`src/data_eeprom_pkg.sv`:
```
// Constants for the data EEPROM access controller: register offsets,
// field positions, reset values, unlock key bytes and timing counts.
// Assumes a 25 MHz instruction clock and an 8-bit register space.
package data_eeprom_pkg;

	// Clock period in nanoseconds
	localparam int unsigned CLK_PERIOD_NS = 40;

	// Register offsets in the special register space
	localparam logic [7:0] OFS_PERIPHERAL_FLAG = 8'h0c;
	localparam logic [7:0] OFS_CELL_VALUE = 8'h9a;
	localparam logic [7:0] OFS_CELL_INDEX = 8'h9b;
	localparam logic [7:0] OFS_NV_CONTROL = 8'h9c;
	localparam logic [7:0] OFS_UNLOCK_KEY = 8'h9d;

	// Field positions in the control register
	localparam int unsigned CTL_FETCH_BIT = 0;
	localparam int unsigned CTL_LAUNCH_BIT = 1;
	localparam int unsigned CTL_PERMIT_BIT = 2;
	localparam int unsigned CTL_ABORT_BIT = 3;

	// Field position of the store done flag in the peripheral flag register
	localparam int unsigned PF_DONE_BIT = 7;

	// Reset values
	localparam logic [7:0] CELL_VALUE_RST = 8'h00;
	localparam logic [6:0] CELL_INDEX_RST = 7'h00;

	// Array geometry
	localparam int unsigned ARRAY_ADDR_W = 7;
	localparam int unsigned ARRAY_DEPTH = 128;

	// Unlock key bytes, in the order they must arrive
	localparam logic [7:0] KEY_FIRST = 8'h55;
	localparam logic [7:0] KEY_SECOND = 8'haa;

	// Exact spacing in cycles: first key to second key, second key to launch
	localparam logic [1:0] KEY_GAP_FIRST = 2'h2;
	localparam logic [1:0] KEY_GAP_LAUNCH = 2'h1;

	// Counter width for the long timers
	localparam int unsigned TIMER_W = 24;

	// Power-up delay in milliseconds, and in cycles
	localparam int unsigned POWERUP_TIME_MS = 72;
	localparam int unsigned POWERUP_CYCLES = (POWERUP_TIME_MS * 1000000) / CLK_PERIOD_NS;

	// Array programming time in microseconds, and in cycles
	localparam int unsigned WRITE_TIME_US = 5000;
	localparam int unsigned WRITE_CYCLES = (WRITE_TIME_US * 1000) / CLK_PERIOD_NS;

	// Unlock sequence tracker states
	typedef enum logic [2:0] {
		KEY_IDLE = 3'b001,
		KEY_GOT_FIRST = 3'b010,
		KEY_ARMED = 3'b100
	} unlock_state_e;

endpackage

```
`src/data_eeprom_ctrl.sv`:
```
// Data EEPROM access controller: indirect register access to a 128-byte
// array, unlock key checking, timed byte writes and reset abort tracking.
// Assumes the CPU core drives the register port synchronously to mclk and
// that reset cause levels are valid while reset_n is held low.
//
// Contract
// - Write cut by reset sets abort flag; the code sets it only on master clear, brown-out or an awake watchdog
// - Permit bit zero refuses write start
// - Launch bit only set by software
// - Fetch bit self clears after one cycle
// - Fetched byte ready on the next cycle
// - Cell value holds until read or write
// - Key 55h, then AAh, then launch
// - Wrong unlock cycle count suppresses write
// - Hardware never clears the permit bit; the code clears it on every reset
// - Clearing permit leaves running write alone
// - Launch needs permit already set
// - Completion clears launch, sets done flag
// - Done flag sticky until software clears
// - Power-up clears the permit bit
// - No writes while power-up timer runs
// - Lock bit zero protects the array
// - CPU access unaffected by protection
// - 128 bytes, index top bit ignored
// - Timed erase then write per byte; the code runs one timed write with no erase step
// - Unlock key port reads all zeros
// - Aborting reset clears index and value
`timescale 1ns/10ps

module data_eeprom_ctrl
	import data_eeprom_pkg::*;
#(
	parameter int unsigned POWERUP_DELAY = data_eeprom_pkg::POWERUP_CYCLES,
	parameter int unsigned WRITE_DELAY = data_eeprom_pkg::WRITE_CYCLES
)
(
	// Clock and reset
	input wire logic mclk,
	input wire logic reset_n,
	// Reset cause levels, valid while reset_n is low
	input wire logic por_cause,
	input wire logic master_clear_pin,
	input wire logic watchdog_timer,
	input wire logic cpu_sleeping,
	input wire logic brownout_detect,
	// Configuration
	input wire logic powerup_delay_timer_n,
	input wire logic data_readout_lock,
	// Register port
	input wire logic [7:0] bus_addr,
	input wire logic [7:0] bus_wdata,
	input wire logic bus_wr,
	input wire logic bus_rd,
	output logic [7:0] bus_rdata,
	// Device programmer read port
	input wire logic [6:0] prog_addr,
	output logic [7:0] prog_rdata,
	// Status
	output logic store_done_flag,
	output logic write_busy
);

	import data_eeprom_pkg::*;

	// Last counts of the timers: each parameter minus one, narrowed to the timer width
	localparam logic [TIMER_W-1:0] POWERUP_DELAY_TIMER_LAST = TIMER_W'(POWERUP_DELAY - 1);
	localparam logic [TIMER_W-1:0] WRITE_LAST = TIMER_W'(WRITE_DELAY - 1);

	// Decode helper for a strobe at one offset
	function automatic logic hit(input logic stb, input logic [7:0] a, input logic [7:0] ofs);
		hit = stb && (a == ofs);
	endfunction

	// Storage array, never reset so contents survive any reset
	logic [7:0] array_mem [ARRAY_DEPTH];

	// Software-visible registers
	logic [7:0] cell_value_r;
	logic [6:0] cell_index_r;
	logic program_abort_flag_r;
	logic program_permit_bit_r;
	logic launch_r;
	logic fetch_r;
	logic store_done_r;

	// Write engine state
	logic [TIMER_W-1:0] write_cnt_r;
	logic [6:0] wr_index_r;
	logic [7:0] wr_value_r;

	// Power-up delay state
	logic [TIMER_W-1:0] powerup_delay_timer_cnt_r;
	logic powerup_delay_timer_busy_r;
	logic powerup_delay_timer_start_r;

	// Unlock tracker
	unlock_state_e key_state_r;
	logic [1:0] key_cnt_r;

	// Read data and programmer data registers
	logic [7:0] bus_rdata_r;
	logic [7:0] prog_rdata_r;

	// Decoded strobes
	logic wr_value;
	logic wr_index;
	logic wr_ctl;
	logic wr_key;
	logic wr_pf;
	logic fetch_start;
	logic launch_req;
	logic launch_start;
	logic write_done;
	logic abort_cause;

	assign wr_value = hit(bus_wr, bus_addr, OFS_CELL_VALUE);
	assign wr_index = hit(bus_wr, bus_addr, OFS_CELL_INDEX);
	assign wr_ctl = hit(bus_wr, bus_addr, OFS_NV_CONTROL);
	assign wr_key = hit(bus_wr, bus_addr, OFS_UNLOCK_KEY);
	assign wr_pf = hit(bus_wr, bus_addr, OFS_PERIPHERAL_FLAG);

	// Read start: software can only set the fetch bit
	assign fetch_start = wr_ctl && bus_wdata[CTL_FETCH_BIT];

	// Launch request seen on the control port
	assign launch_req = wr_ctl && bus_wdata[CTL_LAUNCH_BIT];

	// Launch only with permit already set, armed key at the exact count,
	// power-up delay finished and no write already running
	assign launch_start = launch_req && !launch_r
		&& program_permit_bit_r
		&& (key_state_r == KEY_ARMED)
		&& (key_cnt_r == KEY_GAP_LAUNCH - 2'h1)
		&& !powerup_delay_timer_busy_r;

	// End of the timed programming interval
	assign write_done = launch_r && (write_cnt_r == WRITE_LAST);

	// Resets that cut a write short; a watchdog reset counts only when awake
	assign abort_cause = master_clear_pin || brownout_detect
		|| (watchdog_timer && !cpu_sleeping);

	// Unlock tracker: each step must land on its exact cycle or it is lost
	always_ff @(posedge mclk)
	begin
		if (!reset_n)
		begin
			key_state_r <= KEY_IDLE;
			key_cnt_r <= 2'h0;
		end
		else
		begin
			// Saturating cycle count since the last key event
			if (key_cnt_r != 2'h3)
				key_cnt_r <= key_cnt_r + 2'h1;
			case (key_state_r)
				KEY_IDLE:
				begin
					if (wr_key && bus_wdata == KEY_FIRST)
					begin
						key_state_r <= KEY_GOT_FIRST;
						key_cnt_r <= 2'h0;
					end
				end
				KEY_GOT_FIRST:
				begin
					// Second key only on the exact cycle
					if (wr_key && bus_wdata == KEY_SECOND
						&& key_cnt_r == KEY_GAP_FIRST - 2'h1)
					begin
						key_state_r <= KEY_ARMED;
						key_cnt_r <= 2'h0;
					end
					else if (wr_key && bus_wdata == KEY_FIRST)
					begin
						key_cnt_r <= 2'h0;
					end
					else if (wr_key || key_cnt_r >= KEY_GAP_FIRST - 2'h1)
					begin
						key_state_r <= KEY_IDLE;
					end
				end
				KEY_ARMED:
				begin
					// Armed for one exact cycle; any outcome disarms it
					if (wr_key && bus_wdata == KEY_FIRST)
					begin
						key_state_r <= KEY_GOT_FIRST;
						key_cnt_r <= 2'h0;
					end
					else if (launch_req || wr_key || key_cnt_r >= KEY_GAP_LAUNCH - 2'h1)
					begin
						key_state_r <= KEY_IDLE;
					end
				end
				default:
				begin
					key_state_r <= KEY_IDLE;
				end
			endcase
		end
	end

	// Power-up delay: starts once after a power-on reset releases
	always_ff @(posedge mclk)
	begin
		if (!reset_n)
		begin
			// Catch the power-on cause while reset is held
			powerup_delay_timer_start_r <= por_cause && !powerup_delay_timer_n;
			powerup_delay_timer_busy_r <= 1'b0;
			powerup_delay_timer_cnt_r <= '0;
		end
		else if (powerup_delay_timer_start_r)
		begin
			powerup_delay_timer_start_r <= 1'b0;
			powerup_delay_timer_busy_r <= 1'b1;
			powerup_delay_timer_cnt_r <= '0;
		end
		else if (powerup_delay_timer_busy_r)
		begin
			// Writes stay blocked until the full delay has run
			if (powerup_delay_timer_cnt_r == POWERUP_DELAY_TIMER_LAST)
				powerup_delay_timer_busy_r <= 1'b0;
			powerup_delay_timer_cnt_r <= powerup_delay_timer_cnt_r + TIMER_W'(1);
		end
	end

	// Abort flag: set by a master clear, brown-out or awake watchdog reset that lands on a running write
	always_ff @(posedge mclk)
	begin
		if (!reset_n)
		begin
			// Power-on clears it; other resets keep it or set it
			if (por_cause)
				program_abort_flag_r <= 1'b0;
			else if (launch_r && abort_cause)
				program_abort_flag_r <= 1'b1;
		end
		else if (wr_ctl)
		begin
			program_abort_flag_r <= bus_wdata[CTL_ABORT_BIT];
		end
	end

	// Permit bit: software alone changes it, every reset clears it
	always_ff @(posedge mclk)
	begin
		if (!reset_n)
			program_permit_bit_r <= 1'b0;
		else if (wr_ctl)
			program_permit_bit_r <= bus_wdata[CTL_PERMIT_BIT];
	end

	// Launch bit and write timer; permit changes do not touch a running write
	always_ff @(posedge mclk)
	begin
		if (!reset_n)
		begin
			launch_r <= 1'b0;
			write_cnt_r <= '0;
			wr_index_r <= CELL_INDEX_RST;
			wr_value_r <= CELL_VALUE_RST;
		end
		else if (launch_start)
		begin
			// Latch the target so later register writes cannot disturb it
			launch_r <= 1'b1;
			write_cnt_r <= '0;
			wr_index_r <= cell_index_r;
			wr_value_r <= cell_value_r;
		end
		else if (write_done)
		begin
			launch_r <= 1'b0;
		end
		else if (launch_r)
		begin
			write_cnt_r <= write_cnt_r + TIMER_W'(1);
		end
	end

	// Array programming: the byte is replaced whole, so no separate erase
	always_ff @(posedge mclk)
	begin
		if (reset_n && write_done)
			array_mem[wr_index_r] <= wr_value_r;
	end

	// Fetch bit: set by software, cleared by hardware one cycle later
	always_ff @(posedge mclk)
	begin
		if (!reset_n)
			fetch_r <= 1'b0;
		else
			fetch_r <= fetch_start;
	end

	// Cell value: fetched byte or software data, cleared by any reset
	always_ff @(posedge mclk)
	begin
		if (!reset_n)
			cell_value_r <= CELL_VALUE_RST;
		else if (fetch_start)
			cell_value_r <= array_mem[cell_index_r];
		else if (wr_value)
			cell_value_r <= bus_wdata;
	end

	// Cell index: top bit is dropped, only 128 locations exist
	always_ff @(posedge mclk)
	begin
		if (!reset_n)
			cell_index_r <= CELL_INDEX_RST;
		else if (wr_index)
			cell_index_r <= bus_wdata[ARRAY_ADDR_W-1:0];
	end

	// Store done flag: completion wins over a same-cycle software clear
	always_ff @(posedge mclk)
	begin
		if (!reset_n)
			store_done_r <= 1'b0;
		else if (write_done)
			store_done_r <= 1'b1;
		else if (wr_pf)
			store_done_r <= bus_wdata[PF_DONE_BIT];
	end

	// Register read data, valid only in the cycle after the strobe
	always_ff @(posedge mclk)
	begin
		if (!reset_n)
			bus_rdata_r <= 8'h00;
		else if (bus_rd)
		begin
			case (bus_addr)
				OFS_PERIPHERAL_FLAG: bus_rdata_r <= {store_done_r, 7'h00};
				OFS_CELL_VALUE: bus_rdata_r <= cell_value_r;
				OFS_CELL_INDEX: bus_rdata_r <= {1'b0, cell_index_r};
				OFS_NV_CONTROL: bus_rdata_r <= {4'h0, program_abort_flag_r,
					program_permit_bit_r, launch_r, fetch_r};
				// Key port has no storage behind it
				OFS_UNLOCK_KEY: bus_rdata_r <= 8'h00;
				default: bus_rdata_r <= 8'h00;
			endcase
		end
		else
		begin
			bus_rdata_r <= 8'h00;
		end
	end

	// Programmer read: blanked while the readout lock is programmed to zero
	always_ff @(posedge mclk)
	begin
		if (!reset_n)
			prog_rdata_r <= 8'h00;
		else if (!data_readout_lock)
			prog_rdata_r <= 8'h00;
		else
			prog_rdata_r <= array_mem[prog_addr];
	end

	assign bus_rdata = bus_rdata_r;
	assign prog_rdata = prog_rdata_r;
	assign store_done_flag = store_done_r;
	assign write_busy = launch_r;
endmodule

```
`config.mk`:
```
export PLATFORM = sky130hd
export DESIGN_NAME = data_eeprom_ctrl
export DESIGN_NICKNAME = d
export VERILOG_FILES = /design/src/data_eeprom_pkg.sv /design/src/data_eeprom_ctrl.sv
export SDC_FILE = /design/constraint.sdc
export NUM_CORES = 1
export LEC_CHECK = 0
export BUFFER_PORTS_ARGS = -buffer_cell sky130_fd_sc_hd__buf_2
export CORE_AREA = 2 2 389 391
export DETAILED_ROUTE_END_ITERATION = 10
export DIE_AREA = 0 0 391 393
export SLEW_MARGIN = 10
export SYNTH_ARGS = -nofsm -noshare
export SYNTH_HDL_FRONTEND = slang
export SYNTH_SLANG_ARGS = --single-unit
```
`constraint.sdc`:
```
create_clock -name mclk -period 3 [get_ports mclk]
set_input_delay 0.45 -clock mclk [delete_from_list [all_inputs] [get_ports mclk]]
set_output_delay 0.45 -clock mclk [all_outputs]
set_load 0.02 [all_outputs]
```
Yosys cells after proc, flatten, opt, wreduce, memory -nomap -nowiden
Memories as Yosys holds them, arrays and structs flattened. A register that Yosys moved wholly into a read port is not among the register bits.
Index checks and enable logic that the tools add are counted.
{ "totals": {"wordCells": 115, "out_inout_bits": 18, "n_memories": 1, "ram_bits": 1024, "reg_bits": 98, "latchBits": 0, "rom_bits": 0} }
{ "mem_list": {"columns": ["name", "words", "word_bits", "read_ports", "rd_ports_with_merged_regs", "write_ports", "line", "rtl"], "rows": [
  ["array_mem", 128, 8, 2, 2, 1, "data_eeprom_ctrl.sv:75", "logic [7:0] array_mem [ARRAY_DEPTH];"]
]} }
{ "classes": {"bitwise_logic": 2, "n_mux": 29, "shifts": 0, "n_addsub": 3, "order_cmp": 2, "div_mod_pow": 0, "n_reduce_logical": 43, "n_eq_ne": 19, "n_mul": 0} }
{ "ops": {"columns": ["op", "count"], "rows": [
  ["adder 24 x 1 -> 24 bit (second input constant)", 2],
  ["equality test 8 bit (second input constant)", 5],
  ["one-hot mux 8 bit (4 select lines)", 1],
  ["equality test 24 x 17 -> 1 bit (second input constant)", 1],
  ["equality test 24 x 21 -> 1 bit (second input constant)", 1],
  ["logical AND 1 bit", 20],
  ["2-to-1 mux 3 bit", 6],
  ["2-to-1 mux 8 bit", 2],
  ["2-to-1 mux 7 bit", 2],
  ["2-to-1 mux 1 bit", 13],
  ["one-hot mux 3 bit (3 select lines)", 1],
  ["equality test 8 x 4 -> 1 bit (second input constant)", 1],
  ["equality test 8 x 7 -> 1 bit (second input constant)", 1],
  ["AND reduction 2 bit", 4],
  ["2-to-1 mux 2 bit", 3],
  ["!= test 3 bit (second input constant)", 2],
  ["nonzero test 2 bit", 3],
  ["OR reduction 2 bit", 3],
  ["logical NOT 1 bit", 5],
  ["logical OR 1 bit", 5],
  ["greater-or-equal comparator 2 x 1 -> 1 bit (second input constant)", 2],
  ["!= test 2 bit (second input constant)", 2],
  ["one-hot mux 2 bit (2 select lines)", 1],
  ["AND reduction 4 bit", 1],
  ["10 further kinds", 11]
]} }

Logic depth before layout (Yosys ltp)
{ "depth": {"word_depth": 9, "depth_mapped": 11, "ltp_nobuf": 7} }

Worst setup path before layout
OpenSTA, ideal clock, no wires.
{ "synth_timing": {"path_kind": "reg-to-reg", "from": "register write_cnt_r[5]", "to": "memory array_mem[127][0] (enable)", "arrival_time_ns": 2.232, "setup_slack_ns": 0.398, "path_stages_with_launch": 8, "path_cell_list": "dfxtp_1 > nor4b_1 > nand4_1 > nor4_1 > and3_1 > nand4_1 > clkbuf_1 > nor2_1"} }
{ "synth_via": {"elab_chain_cells": 5} }
{ "synth_rtl": {"columns": ["item", "line", "rtl"], "rows": [
  ["start, declared", "data_eeprom_ctrl.sv:87", "logic [TIMER_W-1:0] write_cnt_r;"],
  ["start signal, assigned", "data_eeprom_ctrl.sv:279", "write_cnt_r <= write_cnt_r + TIMER_W'(1);"],
  ["equality test 24 x 17 -> 1 bit", "data_eeprom_ctrl.sv:137", "assign write_done = launch_r && (write_cnt_r == WRITE_LAST);"],
  ["logical AND 1 bit", "data_eeprom_ctrl.sv:137", null],
  ["logical AND 1 bit", "data_eeprom_ctrl.sv:286", "if (reset_n && write_done)"],
  ["2-to-1 mux 1 bit", "data_eeprom_ctrl.sv:286", null],
  ["2-to-1 mux 1 bit (implied by the code)", "data_eeprom_ctrl.sv:287", "array_mem[wr_index_r] <= wr_value_r;"],
  ["end, declared", "data_eeprom_ctrl.sv:75", null]
]} }
Every way passes these cells.

==> metrics.txt <==
max-cap violations 0; Cell variety after synth 65; global route overflow 0; CTS sink count 1137; setup bufs post-CTS 0; Min-Delay Path Depth 3; Placer Congestion 0.945; GR Util All Layers 0.197; crit path time final 2930 ps; CP Max Fanout 15; ranking of synthesized cells by area edfxtp_1 (59%), mux4_2 (25%), dfxtp_1 (4.3%), nor2_1 (1.6%), mux2i_1 (1.4%); Tightest Pin Transition 898 ps; Total Power 32.9 mW; Synth area leader edfxtp_1; CTS max path bufs 3; vias per std cell 5.88; Syn Area/Cell 18.8 sq um; HP Start bus_wdata[2]; f_max 341 MHz; worst skew pair latency 730 ps; CP Class register to register; DRT iter0 DRCs 3628; Die Y 393 um; Core ar. 149000 sq um; initial antenna violation count 10; cell count after synthesis 2765; DRC 0; hold worst-path end program_permit_bit_r; fin. max-slew vios 0; setup ws final 67.8 ps; drt wl/cell 29.6 um; CTS Buf Count 120; Post-Route WL 152 mm; pre-CTS setup slack 70.9 ps; Final Cycle Share 0.977; P&R area growth vs syn 17.3%; antenna viol nets, final 0; Arr. time, crit path 3510 ps; syn nets 2801; Die X 391 um; DP Wirelength 103 mm; DR vias 30.1k; crit start category register; CTS tree done; RR Endpoint cell_value_r[7]; Worst Path Required 3570 ps; clock root buffer master clkbuf_16; die area 154000 sq um; YS warnings 0; Rows 142; Worst-path clk slew 60 ps; most instantiated library cell after synthesis edfxtp_1; Synth Flop Type edfxtp_1; Slew HR 0.401; EDFF count, synth 1025; Leakage Power 21.6 nW; largest net degree at the start of global routing 98; drt first pass iters 6; CTS HTree Levels 3; I/O Pins 52; Port Buf Inserts 51; Initial Util 0.349; global-route wire length before repair 218 mm; synth cell count leaders edfxtp_1 (1025), mux4_2 (577), nor2_1 (224), dfxtp_1 (112), clkbuf_1 (101); Final #Nets 3104; Yosys reg bits 1137; worst min path class input pin to register; mapped cell area 52100 sq um; layout cells sized above 1 0.364; post-synth top area share 0.591; worst vdd ir 522 uV; setup slack, reg-to-reg 70 ps; pwr dens 538 nW/um^2; Crit. End Element register; # setup viols final 0; worst reg-to-reg path cell count 9; status complete, no violations; ys async rst share 0; skew final 38.5 ps; Hold Vio Cnt, Final 0; vias in the first global route 30.3k; part of the Yosys area used for sequential elements 0.634
logic make-up (layout without fill, tap and decap cells):
kind of cell | after synthesis | in the layout | synth area share
and+or+nand+nor | 480 | 480 | 0.0440
other | 0 | 2 | 0
adders and majority gates | 2 | 2 | 0.000480
AOI/OAI and AO/OA | 227 | 227 | 0.0302
xor gates and xnor gates | 45 | 45 | 0.00757
muxes | 654 | 654 | 0.264
DFF | 1137 | 1137 | 0.634
buffers and inverters | 220 | 626 | 0.0193
per-layer routing:
metal  GRT usage  routed length (um)  up-vias
met1       0.277               62200    16100
met4      0.0580                4520        6
met2       0.310               70400     1456
met3      0.0418               14400      236
li1            -                   -    12300
met5           0                  37        -
per-stage QoR:
| step | hold WS (ps) | util | area (sq um) | setup TNS [ps] | cells |
|---|---|---|---|---|---|
| 2_1_floorplan | 432 | - | 52100 | 0 | 2765 |
| 3_3_place_gp | 459 | 0.382 | 57100 | -465 | 4888 |
| 3_5_place_dp | 454 | 0.382 | 57100 | 0 | 4888 |
| 4_1_cts | 24.5 | 0.409 | 61100 | 0 | 5115 |
| 5_1_grt | 35.8 | 0.409 | 61100 | -11.3 | 5115 |
| 6_report | 58.5 | 0.409 | 61100 | 0 | 5117 |
power by group:
group | switching [mW] | total, mW | internal, mW
logic | 0.438 | 0.755 | 0.317
clock network | 6.29 | 15.1 | 8.81
registers | 0.0172 | 17.0 | 17.0
worst max-delay path, stage by stage, from the launching register on:
cell and delay (ps):
dfxtp_4 440, buf_4 190, buf_12 210, buf_4 220, mux4_2 530, a22oi_1 310, a21oi_1 220, nor4_1 330
buf_4 210, o21ai_0 90
layout by cell type (no fill, tap or decap), types with 10 or more instances in the layout:
cell type	n
clkbuf_1	26
o211ai_1	10
edfxtp_1	1025
buf_2	47
clkinv_1	23
nand2_1	68
mux4_2	577
buf_12	56
mux2i_1	72
inv_1	26
and3_1	14
xnor2_1	25
nand3_1	34
clkbuf_16	125
buf_4	266
o22ai_1	44
nor4_1	19
nor2_1	222
nor3_1	14
dfxtp_1	101
clkinv_2	23
o21ai_0	17
a311oi_1	14
a21oi_1	34
nor2b_1	33
dfxtp_4	10
xor2_1	20
bufinv_16	13
nand4_1	18
a22oi_1	69
worst max path at each step:
| stage | endpoint | slack (ps) | depth (start not counted) |
|---|---|---|---|
| after floorplan | array_mem[127][0] | 400 | 7 |
| after global placement | prog_rdata[0] | -460 | 8 |
| after detailed placement | prog_rdata[0] | 70 | 8 |
| after CTS | array_mem[103][3] | 80 | 9 |
| after global routing | array_mem[103][3] | -7 | 9 |
| final | cell_value_r[7] | 70 | 9 |
layout make-up:
class / instances / area, sq um
Fill cell: 13200 / 88200
Sequential cell: 1137 / 33100
Multi-Input combinational cell: 1408 / 18100
Timing Repair Buffer: 373 / 3400
Clock buffer: 156 / 3290
Tap cell: 1944 / 2430
Clock inverter: 69 / 678
Inverter: 28 / 105
Antenna cell: 2 / 5.00
flip-flops by register name, summed over array words and instances, names as in the netlist, 3 cells and up, named ones only:
signal	cells
array_mem	1024
bus_rdata	8
cell_index_r	7
cell_value_r	8
key_state_r	3
powerup_delay_timer_cnt_r	24
prog_rdata	8
wr_index_r	7
wr_value_r	8
write_cnt_r	24
repair_timing:
action	4_1_cts	5_1_grt
hold endpoints to repair	1	0
endpoints found under the setup margin	0	127
gates resized for setup	0	2
hold buffers	2	0
(Power assumes the default switching activity.)
